`config.mk`:
```
export PLATFORM = sky130hd
export DESIGN_NAME = chg_smbus_target
export DESIGN_NICKNAME = d
export VERILOG_FILES = /design/src/chg_pkg.sv /design/src/chg_smbus_target.sv
export SDC_FILE = /design/constraint.sdc
export NUM_CORES = 1
export LEC_CHECK = 0
export ABC_AREA = 0
export BUFFER_PORTS_ARGS = -buffer_cell sky130_fd_sc_hd__buf_2
export CAP_MARGIN = 20
export CORE_MARGIN = 3
export CORE_UTILIZATION = 57
export DETAILED_ROUTE_END_ITERATION = 7
export PLACE_DENSITY_LB_ADDON = 0.12
export SLEW_MARGIN = 15
export SYNTH_ARGS = -nofsm -noshare
export SYNTH_HDL_FRONTEND = slang
export SYNTH_SLANG_ARGS = --single-unit
```
`constraint.sdc`:
```
create_clock -name ref_clk_i -period 9 [get_ports ref_clk_i]
set_clock_uncertainty 0.05 [all_clocks]
set_input_delay 1.8 -clock ref_clk_i [delete_from_list [all_inputs] [get_ports ref_clk_i]]
set_output_delay 1.8 -clock ref_clk_i [all_outputs]
set_load 0.05 [all_outputs]
```
`src/chg_pkg.sv`:
```
// package for the charger two-wire target: command codes, field layout,
// reset values and the carrier types shared by the design.
// assumes a single clock domain; the target synchronises its own pins.
package chg_pkg;

  localparam logic [6:0] TARGET_ADDR = 7'h09;

  localparam logic [7:0] CMD_CFG_A     = 8'h12;
  localparam logic [7:0] CMD_CHG_CUR   = 8'h14;
  localparam logic [7:0] CMD_CHG_VOLT  = 8'h15;
  localparam logic [7:0] CMD_STATE     = 8'h20;
  localparam logic [7:0] CMD_THROTTLE  = 8'h21;
  localparam logic [7:0] CMD_IIN_LIMIT = 8'h22;
  localparam logic [7:0] CMD_ADC_VP    = 8'h23;
  localparam logic [7:0] CMD_ADC_IBAT  = 8'h24;
  localparam logic [7:0] CMD_CFG_B     = 8'h30;
  localparam logic [7:0] CMD_CFG_C     = 8'h31;
  localparam logic [7:0] CMD_CFG_D     = 8'h32;
  localparam logic [7:0] CMD_THR_A     = 8'h33;
  localparam logic [7:0] CMD_THR_B     = 8'h34;
  localparam logic [7:0] CMD_SAMPLING  = 8'h35;
  localparam logic [7:0] CMD_MAKER_ID  = 8'hFE;
  localparam logic [7:0] CMD_PART_ID   = 8'hFF;

  // field positions inside the 16-bit words
  localparam int CUR_LSB  = 6;
  localparam int VOLT_LSB = 4;
  localparam int IIN_LSB  = 8;
  localparam int OVP_BIT  = 4;

  localparam logic [15:0] CFG_A_RST = 16'hE20E;
  localparam logic [15:0] CFG_B_RST = 16'h0000;
  localparam logic [15:0] CFG_C_RST = 16'h0000;
  localparam logic [15:0] CFG_D_RST = 16'h0000;
  localparam logic [15:0] THR_A_RST = 16'h0000;
  localparam logic [15:0] THR_B_RST = 16'h0000;
  localparam logic [15:0] SAMP_RST  = 16'h0000;
  localparam logic [6:0]  CUR_RST   = 7'h00;

  // charge voltage defaults per cell count, in 16 mV steps
  localparam logic [10:0] VOLT_1CELL = 11'h106;
  localparam logic [10:0] VOLT_2CELL = 11'h20D;
  localparam logic [10:0] VOLT_3CELL = 11'h313;
  localparam logic [10:0] VOLT_4CELL = 11'h41A;

  localparam int THR_W  = 7;
  localparam int SYNC_W = 13;
  // link clock and data idle high, so no false edge follows reset
  localparam logic [SYNC_W-1:0] SYNC_RST = 13'h1800;

  typedef struct packed {
    logic [15:0] cfg_a;
    logic [15:0] cfg_b;
    logic [15:0] cfg_c;
    logic [15:0] cfg_d;
    logic [15:0] thr_a;
    logic [15:0] thr_b;
    logic [15:0] sampling;
    logic [6:0]  charge_current_setpoint;
    logic [10:0] charge_voltage_limit;
  } chg_cfg_t;

  typedef struct packed {
    logic [7:0] system_power_result;
    logic [7:0] input_voltage_result;
    logic [7:0] charge_current_result;
    logic [7:0] discharge_current_result;
    logic [6:0] active_input_current_limit;
  } chg_meas_t;

  typedef enum {ST_IDLE, ST_RX, ST_RX_ACK, ST_TX, ST_TX_ACK, ST_IGNORE} chg_st_t;

endpackage

```
`src/chg_smbus_target.sv`:
```
// two-wire word-read/word-write target with the charger command registers.
// assumes scl/sda and status pins are asynchronous; measurements come from
// logic on ref_clk_i. sda is open drain: testbench resolves the wire.
`timescale 1ns/1ns
`default_nettype none
module chg_smbus_target
  import chg_pkg::*;
#(
  parameter logic [15:0] MAKER_ID = 16'h5A5A,  // arbitrary value
  parameter logic [15:0] PART_ID  = 16'h0A0A   // arbitrary value
) (
  input  wire logic              ref_clk_i,
  input  wire logic              rst_i,
  input  wire logic              scl_i,
  input  wire logic              sda_i,
  output logic                   sda_o,
  output logic                   sda_oe_o,
  input  wire logic              supply_ok_i,
  input  wire logic [1:0]        cell_count_i,
  input  wire logic [THR_W-1:0]  throttle_event_i,
  input  wire logic              sys_ovp_event_i,
  input  wire chg_meas_t         meas_i,
  output chg_cfg_t               cfg_o,
  output logic                   ovp_latched_o
);

  ////////////////////////////////////////////////////////////////////////
  // synchronisers: first stage read only by the second

  logic [SYNC_W-1:0] sync1_q;
  logic [SYNC_W-1:0] sync2_q;
  logic              scl_p_q;
  logic              sda_p_q;

  always_ff @(posedge ref_clk_i or posedge rst_i) begin
    if (rst_i) begin
      sync1_q <= SYNC_RST;
      sync2_q <= SYNC_RST;
      scl_p_q <= 1'b1;
      sda_p_q <= 1'b1;
    end else begin
      sync1_q <= {scl_i, sda_i, supply_ok_i, cell_count_i, throttle_event_i, sys_ovp_event_i};
      sync2_q <= sync1_q;
      scl_p_q <= sync2_q[12];
      sda_p_q <= sync2_q[11];
    end
  end

  logic             scl_s;
  logic             sda_s;
  logic             supply_s;
  logic [1:0]       cell_s;
  logic [THR_W-1:0] thr_act_s;
  logic             ovp_s;
  assign {scl_s, sda_s, supply_s, cell_s, thr_act_s, ovp_s} = sync2_q;

  logic scl_rise;
  logic scl_fall;
  logic start_det;
  logic stop_det;
  assign scl_rise  = scl_s & ~scl_p_q;
  assign scl_fall  = ~scl_s & scl_p_q;
  assign start_det = scl_s & scl_p_q & ~sda_s & sda_p_q;
  assign stop_det  = scl_s & scl_p_q & sda_s & ~sda_p_q;

  function automatic logic [10:0] volt_default(input logic [1:0] cells);
    case (cells)
      2'h0:    volt_default = VOLT_1CELL;
      2'h1:    volt_default = VOLT_2CELL;
      2'h2:    volt_default = VOLT_3CELL;
      default: volt_default = VOLT_4CELL;
    endcase
  endfunction

  ////////////////////////////////////////////////////////////////////////
  // bus engine

  chg_st_t     state_q;
  logic [3:0]  bit_cnt_q;
  logic [7:0]  shift_q;
  logic [1:0]  byte_idx_q;
  logic [7:0]  cmd_q;
  logic [7:0]  wr_lo_q;
  logic [15:0] rd_word_q;
  logic        rd_mode_q;
  logic        ack_drv_q;
  logic        sda_oe_q;
  logic        wr_commit;
  logic [15:0] rd_mux;

  // byte complete on the eighth rising edge
  assign wr_commit = (state_q == ST_RX) && scl_rise && (bit_cnt_q == 4'h7) && supply_s
                     && (byte_idx_q == 2'h3);

  always_ff @(posedge ref_clk_i or posedge rst_i) begin
    if (rst_i) begin
      state_q    <= ST_IDLE;
      bit_cnt_q  <= 4'h0;
      shift_q    <= 8'h00;
      byte_idx_q <= 2'h0;
      cmd_q      <= 8'h00;
      wr_lo_q    <= 8'h00;
      rd_word_q  <= 16'h0000;
      rd_mode_q  <= 1'b0;
      ack_drv_q  <= 1'b0;
      sda_oe_q   <= 1'b0;
    end else if (!supply_s) begin
      state_q  <= ST_IDLE;
      sda_oe_q <= 1'b0;
    end else if (start_det) begin
      // repeated start keeps the command code for the read phase
      state_q    <= ST_RX;
      bit_cnt_q  <= 4'h0;
      byte_idx_q <= 2'h0;
      sda_oe_q   <= 1'b0;
    end else if (stop_det) begin
      state_q  <= ST_IDLE;
      sda_oe_q <= 1'b0;
    end else begin
      case (state_q)
        ST_RX: begin
          if (scl_rise) begin
            shift_q   <= {shift_q[6:0], sda_s};
            bit_cnt_q <= bit_cnt_q + 4'h1;
            if (bit_cnt_q == 4'h7) begin
              bit_cnt_q <= 4'h0;
              ack_drv_q <= 1'b0;
              state_q   <= ST_RX_ACK;
              if (byte_idx_q == 2'h0) begin
                rd_mode_q <= sda_s;
                if (shift_q[6:0] != TARGET_ADDR) begin
                  state_q <= ST_IGNORE;
                end else if (sda_s) begin
                  rd_word_q <= rd_mux;
                end
              end else if (byte_idx_q == 2'h1) begin
                cmd_q <= {shift_q[6:0], sda_s};
              end else if (byte_idx_q == 2'h2) begin
                wr_lo_q <= {shift_q[6:0], sda_s};
              end
            end
          end
        end
        ST_RX_ACK: begin
          // pull low across the ninth pulse, release on the fall after it
          if (scl_fall && !ack_drv_q) begin
            sda_oe_q  <= 1'b1;
            ack_drv_q <= 1'b1;
          end else if (scl_fall) begin
            byte_idx_q <= byte_idx_q + 2'h1;
            if (rd_mode_q && byte_idx_q == 2'h0) begin
              shift_q  <= rd_word_q[7:0];  // low byte first
              sda_oe_q <= ~rd_word_q[7];
              state_q  <= ST_TX;
            end else if (byte_idx_q == 2'h3) begin
              sda_oe_q <= 1'b0;  // only stop or start may follow
              state_q  <= ST_IGNORE;
            end else begin
              sda_oe_q <= 1'b0;
              state_q  <= ST_RX;
            end
          end
        end
        ST_TX: begin
          if (scl_rise) begin
            bit_cnt_q <= bit_cnt_q + 4'h1;
            shift_q   <= {shift_q[6:0], 1'b0};
            if (bit_cnt_q == 4'h7) begin
              bit_cnt_q <= 4'h0;
              state_q   <= ST_TX_ACK;
            end
          end else if (scl_fall) begin
            sda_oe_q <= ~shift_q[7];
          end
        end
        ST_TX_ACK: begin
          if (scl_fall) begin
            sda_oe_q <= 1'b0;  // master owns the ninth bit
          end else if (scl_rise) begin
            if (!sda_s && byte_idx_q == 2'h1) begin
              byte_idx_q <= 2'h2;
              shift_q    <= rd_word_q[15:8];
              state_q    <= ST_TX;
            end else begin
              state_q <= ST_IGNORE;
            end
          end
        end
        ST_IGNORE: sda_oe_q <= 1'b0;
        default: begin
          state_q  <= ST_IDLE;
          sda_oe_q <= 1'b0;
        end
      endcase
    end
  end

  // first bit of the high byte goes out on the fall that ends the ack pulse
  assign sda_oe_o = sda_oe_q;

  ////////////////////////////////////////////////////////////////////////
  // command registers

  chg_cfg_t         cfg_q;
  logic             volt_written_q;
  logic             ovp_q;
  logic [THR_W-1:0] thr_q;
  logic [THR_W-1:0] thr_mark_q;
  logic             sda_zero_q;
  logic [15:0]      wr_word;
  logic             rd_load;

  assign wr_word = {shift_q[6:0], sda_s, wr_lo_q};
  assign rd_load = (state_q == ST_RX) && scl_rise && (bit_cnt_q == 4'h7)
                   && (byte_idx_q == 2'h0) && sda_s && (shift_q[6:0] == TARGET_ADDR);

  always_comb begin
    case (cmd_q)
      CMD_CFG_A:     rd_mux = cfg_q.cfg_a;
      CMD_CHG_CUR:   rd_mux = 16'(cfg_q.charge_current_setpoint) << CUR_LSB;
      CMD_CHG_VOLT:  rd_mux = 16'(cfg_q.charge_voltage_limit) << VOLT_LSB;
      CMD_STATE:     rd_mux = 16'(ovp_q) << OVP_BIT;
      CMD_THROTTLE:  rd_mux = 16'(thr_q);
      CMD_IIN_LIMIT: rd_mux = 16'(meas_i.active_input_current_limit) << IIN_LSB;
      CMD_ADC_VP:    rd_mux = {meas_i.system_power_result,
                               meas_i.input_voltage_result};
      CMD_ADC_IBAT:  rd_mux = {meas_i.charge_current_result,
                               meas_i.discharge_current_result};
      CMD_CFG_B:     rd_mux = cfg_q.cfg_b;
      CMD_CFG_C:     rd_mux = cfg_q.cfg_c;
      CMD_CFG_D:     rd_mux = cfg_q.cfg_d;
      CMD_THR_A:     rd_mux = cfg_q.thr_a;
      CMD_THR_B:     rd_mux = cfg_q.thr_b;
      CMD_SAMPLING:  rd_mux = cfg_q.sampling;
      CMD_MAKER_ID:  rd_mux = MAKER_ID;
      CMD_PART_ID:   rd_mux = PART_ID;
      default:       rd_mux = 16'h0000;
    endcase
  end

  always_ff @(posedge ref_clk_i or posedge rst_i) begin
    if (rst_i) begin
      cfg_q.cfg_a                   <= CFG_A_RST;
      cfg_q.cfg_b                   <= CFG_B_RST;
      cfg_q.cfg_c                   <= CFG_C_RST;
      cfg_q.cfg_d                   <= CFG_D_RST;
      cfg_q.thr_a                   <= THR_A_RST;
      cfg_q.thr_b                   <= THR_B_RST;
      cfg_q.sampling                <= SAMP_RST;
      cfg_q.charge_current_setpoint <= CUR_RST;
      cfg_q.charge_voltage_limit    <= VOLT_1CELL;
      volt_written_q                <= 1'b0;
    end else begin
      // voltage limit follows the cell strap until the host writes it
      if (!volt_written_q) begin
        cfg_q.charge_voltage_limit <= volt_default(cell_s);
      end
      if (wr_commit) begin
        case (cmd_q)
          CMD_CFG_A:    cfg_q.cfg_a <= wr_word;
          CMD_CFG_B:    cfg_q.cfg_b <= wr_word;
          CMD_CFG_C:    cfg_q.cfg_c <= wr_word;
          CMD_CFG_D:    cfg_q.cfg_d <= wr_word;
          CMD_THR_A:    cfg_q.thr_a <= wr_word;
          CMD_THR_B:    cfg_q.thr_b <= wr_word;
          CMD_SAMPLING: cfg_q.sampling <= wr_word;
          CMD_CHG_CUR:  cfg_q.charge_current_setpoint <= wr_word[CUR_LSB +: 7];
          CMD_CHG_VOLT: begin
            cfg_q.charge_voltage_limit <= wr_word[VOLT_LSB +: 11];
            volt_written_q             <= 1'b1;
          end
          default: ;
        endcase
      end
    end
  end

  // event set wins over host clear in both status groups
  always_ff @(posedge ref_clk_i or posedge rst_i) begin
    if (rst_i) begin
      ovp_q <= 1'b0;
    end else if (ovp_s) begin
      ovp_q <= 1'b1;
    end else if (wr_commit && cmd_q == CMD_STATE && !wr_word[OVP_BIT]) begin
      ovp_q <= 1'b0;
    end
  end

  always_ff @(posedge ref_clk_i or posedge rst_i) begin
    if (rst_i) begin
      thr_q      <= '0;
      thr_mark_q <= '0;
    end else begin
      thr_q <= thr_act_s | (thr_q & ~(thr_mark_q & ~thr_act_s));
      if (rd_load && cmd_q == CMD_THROTTLE) begin
        thr_mark_q <= thr_q;
      end else begin
        thr_mark_q <= thr_mark_q & thr_q & thr_act_s;
      end
    end
  end

  always_ff @(posedge ref_clk_i or posedge rst_i) begin
    if (rst_i) begin
      sda_zero_q    <= 1'b0;
      ovp_latched_o <= 1'b0;
    end else begin
      sda_zero_q    <= 1'b0;  // open drain never drives high
      ovp_latched_o <= ovp_q;
    end
  end

  assign sda_o = sda_zero_q;
  assign cfg_o = cfg_q;
endmodule
`default_nettype wire

```
# == Word-level counts from Yosys, hierarchy flattened ==
# Index checks and enable logic that the tools add are counted.
# word_totals
output_inout_bits,133
register_bits,256
ramBits,0
n_memories,0
mem_bits_ro,0
latchBits,0
# op_classes
shift,0
n_lt_le_gt_ge,0
n_eq_ne,60
n_mul,0
n_addsub,2
n_mux,61
div_mod_pow,0
bitwise_logic,25
n_reduce_logical,44
# op_table
op,count
$mux W32,11
$pmux W16 S16,1
$pmux W32 S5,1
$eq A32 B2 Y1 const B,3
$eq A8 B6 Y1 const B,11
$eq A32 B3 Y1 const B,2
$mux W8,8
$ne A5 B5 Y1 const B,11
$mux W11,3
$pmux W11 S3,1
$eq A32 B1 Y1 const B,1
$pmux W8 S4,1
$and A7 B7 Y7,4
$reduce_and A9 Y1,3
$eq A8 B5 Y1 const B,3
$ne A2 B2 Y1 const B,11
$mux W4,5
$reduce_and A2 Y1,9
$eq A8 B8 Y1 const B,2
$reduce_and A8 Y1,2
$mux W3,5
$ne A3 B3 Y1 const B,5
$mux W1,14
$mux W2,7
other kinds (28),68

# == Logic depth before layout (Yosys ltp) ==
# Gate-level depths: netlist of run 1.
# logic_depth
word_depth,10
ltp_mapped,8
depth_no_buf,7

# == Worst setup path before layout of run 1 ==
# Ideal clock, no wire load.
# synth_path
path_kind,input-to-reg
from,in meas_i[37] (netlist name)
to,reg rd_word_q[14]
slack_ps,6189
n_path_buf,0
setup_ps,148
required_ps,8802
arrival_time_ps,2613
cell_stages,4
cell_sequence,mux2_2 -> a32o_1 -> a2111oi_0 -> o21ai_0
# synth_between
elab_chain_cells,1
# synth_lines
item,line,source
from (decl),chg_smbus_target.sv:22,"input wire chg_meas_t meas_i,"
$pmux W16 S16,chg_smbus_target.sv:218,case (cmd_q)
to (signal assigned),chg_smbus_target.sv:134,rd_word_q <= rd_mux;
to (decl),chg_smbus_target.sv:84,logic [15:0] rd_word_q;
# Every way passes these cells.
# A chain may end at the register's enable or synchronous reset.

# == Final worst setup path of run 1 ==
# layout_path
from,"reg cfg_q, in the netlist cfg_o[117]"
to,out cfg_o[117] (netlist name)
# layout_lines
item,line,source
from (decl),chg_smbus_target.sv:204,chg_cfg_t cfg_q;
to (decl),chg_smbus_target.sv:23,"output chg_cfg_t cfg_o,"
# No word-level cell between the ends.

==> out/metrics.yaml, run 1 <==
status: "completed"
synth_async_sr_flop_share: 1.00
wl_met2_um: 15900
dp_slack_ns: 5.60
synth_area_leaders: "dfrtp_1, mux2_2, mux2_4"
dp_hpwl_um: 23200
final.period_utilization: 0.358
tightest_slew_ns: 1.07
synth_cell_types: 82
grt_overflow: 0
rsz0062_at_grt: "false"
crit_path_start_kind: "flip-flop"
final_common_cell: "dfrtp_1"
crit_type: "flip-flop to output port"
grt_pass1_wl_um: 52400
setup_violations: 0
hold_buffers: 0
cts-htree-levels: 1
wl_met3_um: 2720
drive_gt1_frac: 0.408
peakVddDrop_mv: 0.133
cts_resized: 0
drt_first_iter_violations: 798
p_switching_uw: 653
slew_viol_final: 0
final_util: 0.692
clkTransAtPathRegs_ns: 0.06
hold_path.class: "flip-flop to flip-flop"
worstPathRequired_ns: 7.15
fillers: 1478
area_growth_pct: 17.2
cp.arrival_ns: 1.37
ys_seq_area_frac: 0.508
die-height_um: 146
clk_path_buf_depth: 3
cp-end-kind: "output port"
p_int_mw: 1.73
clock_sinks: 227
wl_met1_um: 14300
clock.fmax_ghz: 0.311
grt_pass1_vias: 8716
drt_wl_total_um: 34300
total_power_mw: 2.39
layout_common_cells: "dfrtp_1, buf_2, mux2_2"
dr.pass1.iters: 5
slowest_delay_ns: 0.57
nNetsFinal: 1168
routed.top_layer: "met4"
grtUsageTotal: 0.313
root_buffer: "clkbuf_16"
die_area_um2: 21400
p_per_area_nw_per_um2: 181
antenna_found_initial: 0
dr_total_vias: 8799
clk_latency_ns: 0.53
post_cts_buffers: 0
pin_count: 187
min_period_ns: 3.22
avgSynthCellArea_um2: 11.9
yosysWarningCount: 0
p_sw_frac: 0.274
place.gp.congestion: 0.972
cts_tree: "yes"
diodes: 0
port_buffers: 185
ys_ff_latch: 227
slew_headroom: 0.285
syn_area_um2: 11200
cp_slowest_cell: "dfstp_2"
yosysTopAreaCellShare: 0.471
cts_buffers: 24
synth_edf_count: 0
grt_max_degree: 91
path_cells: "buf_2"
drc: 0
routedWlPerCell_um: 24.8
hold_violations: 0
core_area_um2: 19000
syn_inst: 943
num_rows: 50
synth_largest_area_cell: "dfrtp_1"
p_seq_frac: 0.489
syn_nets: 1006
path_buf_inv: 1
pwr-share-clk: 0.424
fin_ws_ns: 5.78
vias_per_cell: 6.37
power_leakage_nw: 6.44
crit_fanout: 3
whs_ns: 0.303
start_util: 0.590
maxCapViolCount: 0
cp_top_family: "flip-flops"
die_width_um: 146
pwr-share-comb: 0.087
synth-main-ff-cell: "dfrtp_1"
antenna_left: 0
tns_ns: 0
-- cell families (layout without fill, tap and decap cells) --
| kind of cell | Yosys count | after routing | share of synthesized area |
|---|---|---|---|
| simple gates | 228 | 228 | 0.118 |
| flops | 227 | 227 | 0.508 |
| compound gates | 204 | 204 | 0.123 |
| mux | 186 | 186 | 0.204 |
| buf+inv | 86 | 265 | 0.0350 |
| fa+ha+maj | 9 | 9 | 0.0100 |
| xor+xnor | 2 | 2 | 0.00156 |
| other cells | 1 | 1 | 0.000334 |
-- per-layer routing --
layer,GRT usage,up-vias
met2,0.502,442
li1,-,3818
met1,0.442,4432
met3,0.0466,107
met5,0,-
met4,0.108,0
-- cell usage after synthesis (all sizes together) (16+ instances only) --
cell and number:
nand3 35, inv 16, a22oi 20, dfrtp 211
mux2i 17, nand2 75, nor2 26, buf 28
clkbuf 41, mux2 167, a21oi 33, o21ai 48
dfstp 16
-- through the flow --
stage | area (um^2) | instances
floorplan | 11200 | 943
global placement | 12300 | 1339
detailed placement | 12300 | 1339
CTS | 13200 | 1382
global route | 13200 | 1382
finish | 13200 | 1382
-- flip-flops by register name, indices dropped and copies added (netlist names) --
signal and count:
thr_q 7, sda_oe_o 1, volt_written_q 1, thr_mark_q 7
scl_p_q 1, sync2_q 13, bit_cnt_q 4, state_q 3
rd_word_q 16, ack_drv_q 1, ovp_q 1, ovp_latched_o 1
shift_q 8, sync1_q 13, cmd_q 8, sda_p_q 1
rd_mode_q 1, cfg_o 130, wr_lo_q 8, byte_idx_q 2
-- area by class of cell --
class                   count  area [um^2]  share of cell area
flip-flops and latches    227         5700               0.433
multi-input cells         630         5170               0.393
repair buffers            205         1080              0.0818
clock buffers              29          639              0.0486
well taps                 260          325              0.0247
clock inverters            14          168              0.0127
inverters                  17         71.3             0.00542
-- path summary, 6_finish.rpt --
| check | cells after the start | start | slack, ns | endpoint |
|---|---|---|---|---|
| worst min-delay path | 0 | sync1_q[8] | 0.30 | sync2_q[8] |
| worst max register to register | 5 | shift_q[1] | 5.82 | rd_word_q[4] |
| worst min register to register | 0 | sync1_q[8] | 0.30 | sync2_q[8] |
| worst max-delay path | 1 | cfg_o[117] | 5.78 | cfg_o[117] |
| max in group asynchronous | 3 | rst_i | 6.22 | cfg_o[73] |
| min in group asynchronous | 2 | rst_i | 1.30 | sync2_q[4] |
-- power by group through the flow --
| stage | clock network [mW] | logic [mW] | registers [mW] |
|---|---|---|---|
| 2_1_floorplan | 0 | 0.178 | 1.11 |
| 6_report | 1.01 | 0.207 | 1.17 |
| 3_3_place_gp | 0 | 0.202 | 1.18 |
| 5_1_grt | 1.07 | 0.227 | 1.17 |
| 4_1_cts | 1.02 | 0.206 | 1.16 |
| 3_5_place_dp | 0 | 0.205 | 1.18 |
(Power assumes the default switching activity.)
==> inputs of run 2 (changes only) <==
--- a/config.mk
+++ b/config.mk
@@ -5,7 +5,7 @@
 export SDC_FILE = /design/constraint.sdc
 export NUM_CORES = 1
 export LEC_CHECK = 0
-export ABC_AREA = 0
+export ABC_AREA = 1
 export BUFFER_PORTS_ARGS = -buffer_cell sky130_fd_sc_hd__buf_2
 export CAP_MARGIN = 20
 export CORE_MARGIN = 3
==> constraint.sdc (replaced) <==
create_clock -name ref_clk_i -period 3.25 [get_ports ref_clk_i]
set_clock_uncertainty 0.05 [all_clocks]
set_input_delay 0.65 -clock ref_clk_i [delete_from_list [all_inputs] [get_ports ref_clk_i]]
set_output_delay 0.65 -clock ref_clk_i [all_outputs]
set_load 0.05 [all_outputs]
==> out/metrics.yaml, run 2 <==
p_seq_frac: 0.464  # -0.025
syn_nets: 1579  # +57%
cp_top_family: "simple AND/OR/NAND/NOR gates"
pwr-share-clk: 0.472  # +0.048
min_from: "scl_i"
fillers: 1680  # +14%
cp.arrival_ns: 2.97  # +1.60 ns
grt_overflow: 0  # unchanged
clk_latency_ns: 0.53  # about the same
final_common_cell: "nand2_1"
syn_area_um2: 11700  # +4.4%
synth_area_leaders: "dfrtp_1, nand2_1, inv_1"
final_util: 0.684  # -0.00726
clock.fmax_ghz: 0.393
worstRegToRegCells: 9  # +4
synth_largest_area_cell: "dfrtp_1"
hold_depth: 1  # +1
grt_pass1_vias: 9765  # +12%
drt_first_iter_violations: 1012  # +27%
synth-main-ff-cell: "dfrtp_1"
reg2reg_from: "cmd_q[6]"
dr_total_vias: 10500  # +19%
path_cells: "inv_1, nand2_1, nor2_2, nand2_2, o21ai_0, nor2_1, nand3_1, nand2_1, nand2_1"
routedWlPerCell_um: 18.7  # -25%
root_buffer: "clkbuf_16"
synth_top_family_by_area: "simple AND/OR/NAND/NOR gates"
cts_resized: 0  # unchanged
yosysMostFrequentCell: "nand2_1"
largest_reg_flops: 130  # unchanged
port_buffers: 185  # unchanged
maxCapViolCount: 0  # unchanged
die_area_um2: 22300  # +4.2%
diodes: 0  # unchanged
r2r-end: "rd_word_q[0]"
ys_ff_latch: 227  # unchanged
setup_violations: 0  # unchanged
hold_buffers: 0  # unchanged
drive_gt1_frac: 0.187  # -0.221
grtUsageTotal: 0.332  # +0.0183
p_switching_mw: 1.49  # +130%
p_int_mw: 4.84  # +180%
whs_ns: 0.166  # -0.138 ns
pwr-share-comb: 0.064  # -0.023
grt_max_degree: 40  # -56%
power_leakage_nw: 8.49  # +32%
synth_common_cells: "nand2_1, inv_1, dfrtp_1, nand3_1, o21ai_0"
seq_area_um2: 5700  # about the same
antenna_found_initial: 1  # +1
final.period_utilization: 0.784
synth_cell_types: 42  # -49%
synth_compound_area_frac: 0.0994  # -0.0237
start_util: 0.590  # about the same
peakVddDrop_mv: 0.435  # +230%
cp_common_cell: "nand2_1"
slew_headroom: 0.363  # +0.0782
cts_tree: "yes"
crit_fanout: 16  # +13
cp-end-kind: "flip-flop"
dp_hpwl_um: 26400  # +14%
area_growth_pct: 15.9
ys_seq_area_frac: 0.487  # -0.0214
num_rows: 51  # +2.0%
clk_path_buf_depth: 3  # unchanged
dr.pass1.iters: 6  # +1
cts-htree-levels: 1  # unchanged
post_cts_buffers: 0  # unchanged
cp_slowest_cell: "nor2_2"
status: "completed"
antenna_left: 0  # unchanged
die_width_um: 149  # +2.1%
yosysTopAreaCellShare: 0.451  # -0.0199
synth_edf_count: 0  # unchanged
slew_viol_final: 0  # unchanged
pin_count: 187  # unchanged
yosysWarningCount: 0  # unchanged
r2r_slack_ns: 0.70  # -5.12 ns
hold_path.class: "primary input to flip-flop"
fin_ws_ns: 0.703  # -5.08 ns
core_area_um2: 19800  # +4.3%
dp_slack_ns: 0.773  # -4.82 ns
avgSynthCellArea_um2: 7.73  # -35%
min_period_ns: 2.55
vias_per_cell: 5.33  # -16%
path_buf_inv: 1  # unchanged
tightest_slew_ns: 0.953  # -0.116 ns
clkTransAtPathRegs_ns: 0.06  # about the same
grt_pass1_wl_um: 56100  # +7.0%
cts_buffers: 25  # +4.2%
synth_xor_area_frac: 0.000748  # -0.000814
synthAdderAreaFrac: 0.00961  # -0.000423
nNetsFinal: 1752  # +50%
clock_sinks: 227  # unchanged
rsz0062_at_grt: "false"
min_to: "sync1_q[12]"
hold_violations: 0  # unchanged
drc: 0  # unchanged
multi_input_area_um2: 4340  # -16%
worstPathRequired_ns: 3.67  # -3.48 ns
place.gp.congestion: 0.969  # -0.32%
crit_type: "flip-flop to flip-flop"
layout_common_cells: "nand2_1, inv_1, dfrtp_1"
p_per_area_nw_per_um2: 466  # +160%
synth_async_sr_flop_share: 1.00  # unchanged
p_sw_frac: 0.236  # -0.0380
synthMuxAreaShare: 0  # -0.204
yosys.area_share.simple: 0.260  # +0.141
syn_inst: 1516  # +61%
crit_path_start_kind: "flip-flop"
drt_wl_total_um: 36800  # +7.5%
slowest_delay_ns: 0.74  # +0.17 ns
die-height_um: 149  # +2.1%
run 2: cell count changes after synthesis, sizes merged, moves of 20 or more:
cell / delta
nand2: +326
o21ai: +132
nand3: +121
mux2: -167
inv: +299
buf: +22
a22oi: -20
clkbuf: -30
nor2: +78
run 2: worst register-to-register path, cell delays in order (launching register included):
cell,delay [ns]
dfrtp_1,0.40
inv_1,0.08
nand2_1,0.11
nor2_2,0.74
nand2_2,0.21
o21ai_0,0.43
nor2_1,0.14
nand3_1,0.17
nand2_1,0.08
nand2_1,0.08
run 2: logic make-up after synthesis:
logic type,Yosys count
and+or+nand+nor,684
adders and majority gates,9
AOI/OAI and AO/OA,218
other,1
buffers and inverters,376
DFF,227
xor gates and xnor gates,1
run 2: area by class of cell:
type | instances | area share
tap | 265 | 0.0244
timing repair buffer | 207 | 0.0849
clock inverter | 9 | 0.0118
sequential | 227 | 0.420
inverter | 315 | 0.0873
clock buffer | 36 | 0.0520
multi-input combinational | 913 | 0.320
run 2: per-layer routing:
metal | wire [um] | share of wire | global-route usage
met1 | 15400 | 0.42 | 0.474
met2 | 16000 | 0.44 | 0.505
met3 | 3950 | 0.11 | 0.0708
met4 | 1450 | 0.039 | 0.118
met5 | 0 | 0 | 0
run 2: worst max path at each step:
stage | depth (start not counted) | start | slack [ns] | end
after floorplan | 1 | rst_i | -0.40 | ack_drv_q
after global placement | 9 | cmd_q[7] | 0.83 | rd_word_q[0]
after detailed placement | 9 | cmd_q[6] | 0.77 | rd_word_q[0]
after CTS | 9 | cmd_q[6] | 0.76 | rd_word_q[0]
after global routing | 9 | cmd_q[6] | 0.65 | rd_word_q[0]
final | 9 | cmd_q[6] | 0.70 | rd_word_q[0]
run 2: stage by stage:
step / power [mW] / setup TNS [ns] / std cells / instance area, um^2
finish: 6.33 / 0 / 1972 / 13600
global route: 6.52 / 0 / 1972 / 13600
CTS: 6.36 / 0 / 1972 / 13600
floorplan: 3.21 / -85.02 / 1516 / 11700
global placement: 3.38 / 0 / 1927 / 12700
detailed placement: 3.39 / 0 / 1927 / 12700
run 2: power by group through the flow:
stage	clock network (mW)	logic, mW	registers (mW)
2_1_floorplan	0	0.217	3.00
3_3_place_gp	0	0.401	2.98
3_5_place_dp	0	0.406	2.99
4_1_cts	3.01	0.408	2.94
5_1_grt	3.13	0.448	2.94
6_report	2.99	0.407	2.94
==> inputs of run 3 (changes only) <==
==> constraint.sdc (replaced) <==
create_clock -name ref_clk_i -period 2.65 [get_ports ref_clk_i]
set_clock_uncertainty 0.05 [all_clocks]
set_input_delay 0.53 -clock ref_clk_i [delete_from_list [all_inputs] [get_ports ref_clk_i]]
set_output_delay 0.53 -clock ref_clk_i [all_outputs]
set_load 0.05 [all_outputs]
==> out/metrics.yaml, run 3 (synthesized netlist as in run 2, its figures left out) <==
status: "completed"
root_buffer: "clkbuf_16"
seq_area_um2: 5700  # unchanged
die_width_um: 149  # unchanged
largest_reg_flops: 130  # unchanged
cp.arrival_ns: 2.51  # -0.46 ns
maxCapViolCount: 0  # unchanged
slew_viol_final: 0  # unchanged
grt_max_degree: 65  # +63%
cp-end-kind: "flip-flop"
start_util: 0.590  # unchanged
area_growth_pct: 16.0  # about the same
tightest_slew_ns: 0.774  # -0.179 ns
cts_buffers: 25  # unchanged
hold_path.class: "primary input to flip-flop"
dr.pass1.iters: 5  # -1
cts_tree: "yes"
crit_path_start_kind: "flip-flop"
clk_path_buf_depth: 3  # unchanged
die_area_um2: 22300  # unchanged
min_period_ns: 2.15  # -0.397 ns
power_leakage_nw: 8.51  # +0.25%
slew_headroom: 0.484  # +0.121
layout_common_cells: "nand2_1, inv_1, dfrtp_1"
drive_gt1_frac: 0.194  # +0.00635
final.period_utilization: 0.812  # +0.0278
antenna_left: 0  # unchanged
total_power_mw: 7.64  # +21%
vias_per_cell: 5.35  # +0.44%
setup_violations: 0  # unchanged
dp_slack_ns: 0.547  # -0.225 ns
fillers: 1668  # -0.71%
cts_resized: 0  # unchanged
stdcell_area_um2: 13600  # about the same
clock.fmax_ghz: 0.465  # +18%
clkTransAtPathRegs_ns: 0.06  # about the same
grt_pass1_wl_um: 55300  # -1.5%
crit_type: "flip-flop to flip-flop"
grtUsageTotal: 0.324  # -0.00768
rsz0062_at_grt: "false"
place.gp.congestion: 0.979  # +1.0%
drt_wl_total_um: 35900  # -2.4%
grt_pass1_vias: 9687  # -0.80%
drt_first_iter_violations: 953  # -5.8%
port_buffers: 185  # unchanged
final_common_cell: "nand2_1"
core_area_um2: 19800  # unchanged
dp_hpwl_um: 26100  # -1.0%
worstPathRequired_ns: 3.01  # -0.66 ns
p_per_area_nw_per_um2: 562  # +21%
pin_count: 187  # unchanged
fin_ws_ns: 0.499  # -0.203 ns
clk_latency_ns: 0.53  # about the same
diodes: 0  # unchanged
peakVddDrop_mv: 0.485  # +11%
post_cts_buffers: 0  # unchanged
die-height_um: 149  # unchanged
antenna_found_initial: 1  # unchanged
num_rows: 51  # unchanged
hold_violations: 0  # unchanged
grt_overflow: 0  # unchanged
nNetsFinal: 1757  # +0.29%
cts-htree-levels: 1  # unchanged
routedWlPerCell_um: 18.2  # -2.7%
clock_sinks: 227  # unchanged
crit_fanout: 9  # -7
tns_ns: 0  # unchanged
placed_area_um2: 12700  # about the same
drc: 0  # unchanged
multi_input_area_um2: 4340  # unchanged
dr_total_vias: 10600  # +0.74%
final_util: 0.685  # about the same
[run 3: per-stage QoR]
step / cells / hold slack, ns
after global routing: 1978 / 0.0417
after floorplan: 1516 / 0.281
final: 1978 / 0.0548
after detailed placement: 1931 / 0.286
after CTS: 1978 / 0.0406
after global placement: 1931 / 0.283
[run 3: area by class of cell]
class | instances | area share
Inverter | 315 | 0.0873
Sequential cell | 227 | 0.420
Timing Repair Buffer | 212 | 0.0860
Clock inverter | 11 | 0.00682
Tap cell | 265 | 0.0244
Clock buffer | 35 | 0.0562
Multi-Input combinational cell | 913 | 0.320
[run 3: final timing paths]
| check | slack (ns) | from | endpoint | cells past startpoint |
|---|---|---|---|---|
| min in group asynchronous | 0.49 | rst_i | cfg_o[120] | 3 |
| worst min-delay path | 0.05 | sda_i | sync1_q[11] | 1 |
| worst max-delay path | 0.50 | sync2_q[11] | shift_q[7] | 7 |
| max in group asynchronous | 1.24 | rst_i | sync1_q[12] | 4 |
| worst min register to register | 0.30 | sync1_q[5] | sync2_q[5] | 0 |
| worst max register to register | 0.50 | sync2_q[11] | shift_q[7] | 7 |
[run 3: per-layer routing]
metal / vias to the layer above / part of all wire / track usage
met5: - / 0.00033 / 0
met4: 2 / 0.039 / 0.114
met3: 88 / 0.11 / 0.0532
met2: 591 / 0.44 / 0.493
met1: 4874 / 0.41 / 0.475
li1: 5030 / - / -
[run 3: critical path: stages, from the launching register on]
cell and delay [ns]:
dfstp_2 0.65, nor3_4 0.10, inv_1 0.26, nand2_1 0.11, nor2_2 0.39, nand3_2 0.29
nand2_1 0.13, nand2_1 0.06
[run 3: repair_timing]
action                                 in CTS  in global routing
endpoints found under the hold margin       8                  0
hold buffers                                1                  0
setup endpoints to repair                   0                  0
[run 3: where the power goes]
| part | switching [mW] | internal [mW] | total, mW |
|---|---|---|---|
| sequential | 0.0545 | 3.54 | 3.60 |
| clock | 1.43 | 2.11 | 3.54 |
| combinational | 0.359 | 0.142 | 0.501 |
| total | 1.85 | 5.79 | 7.64 |
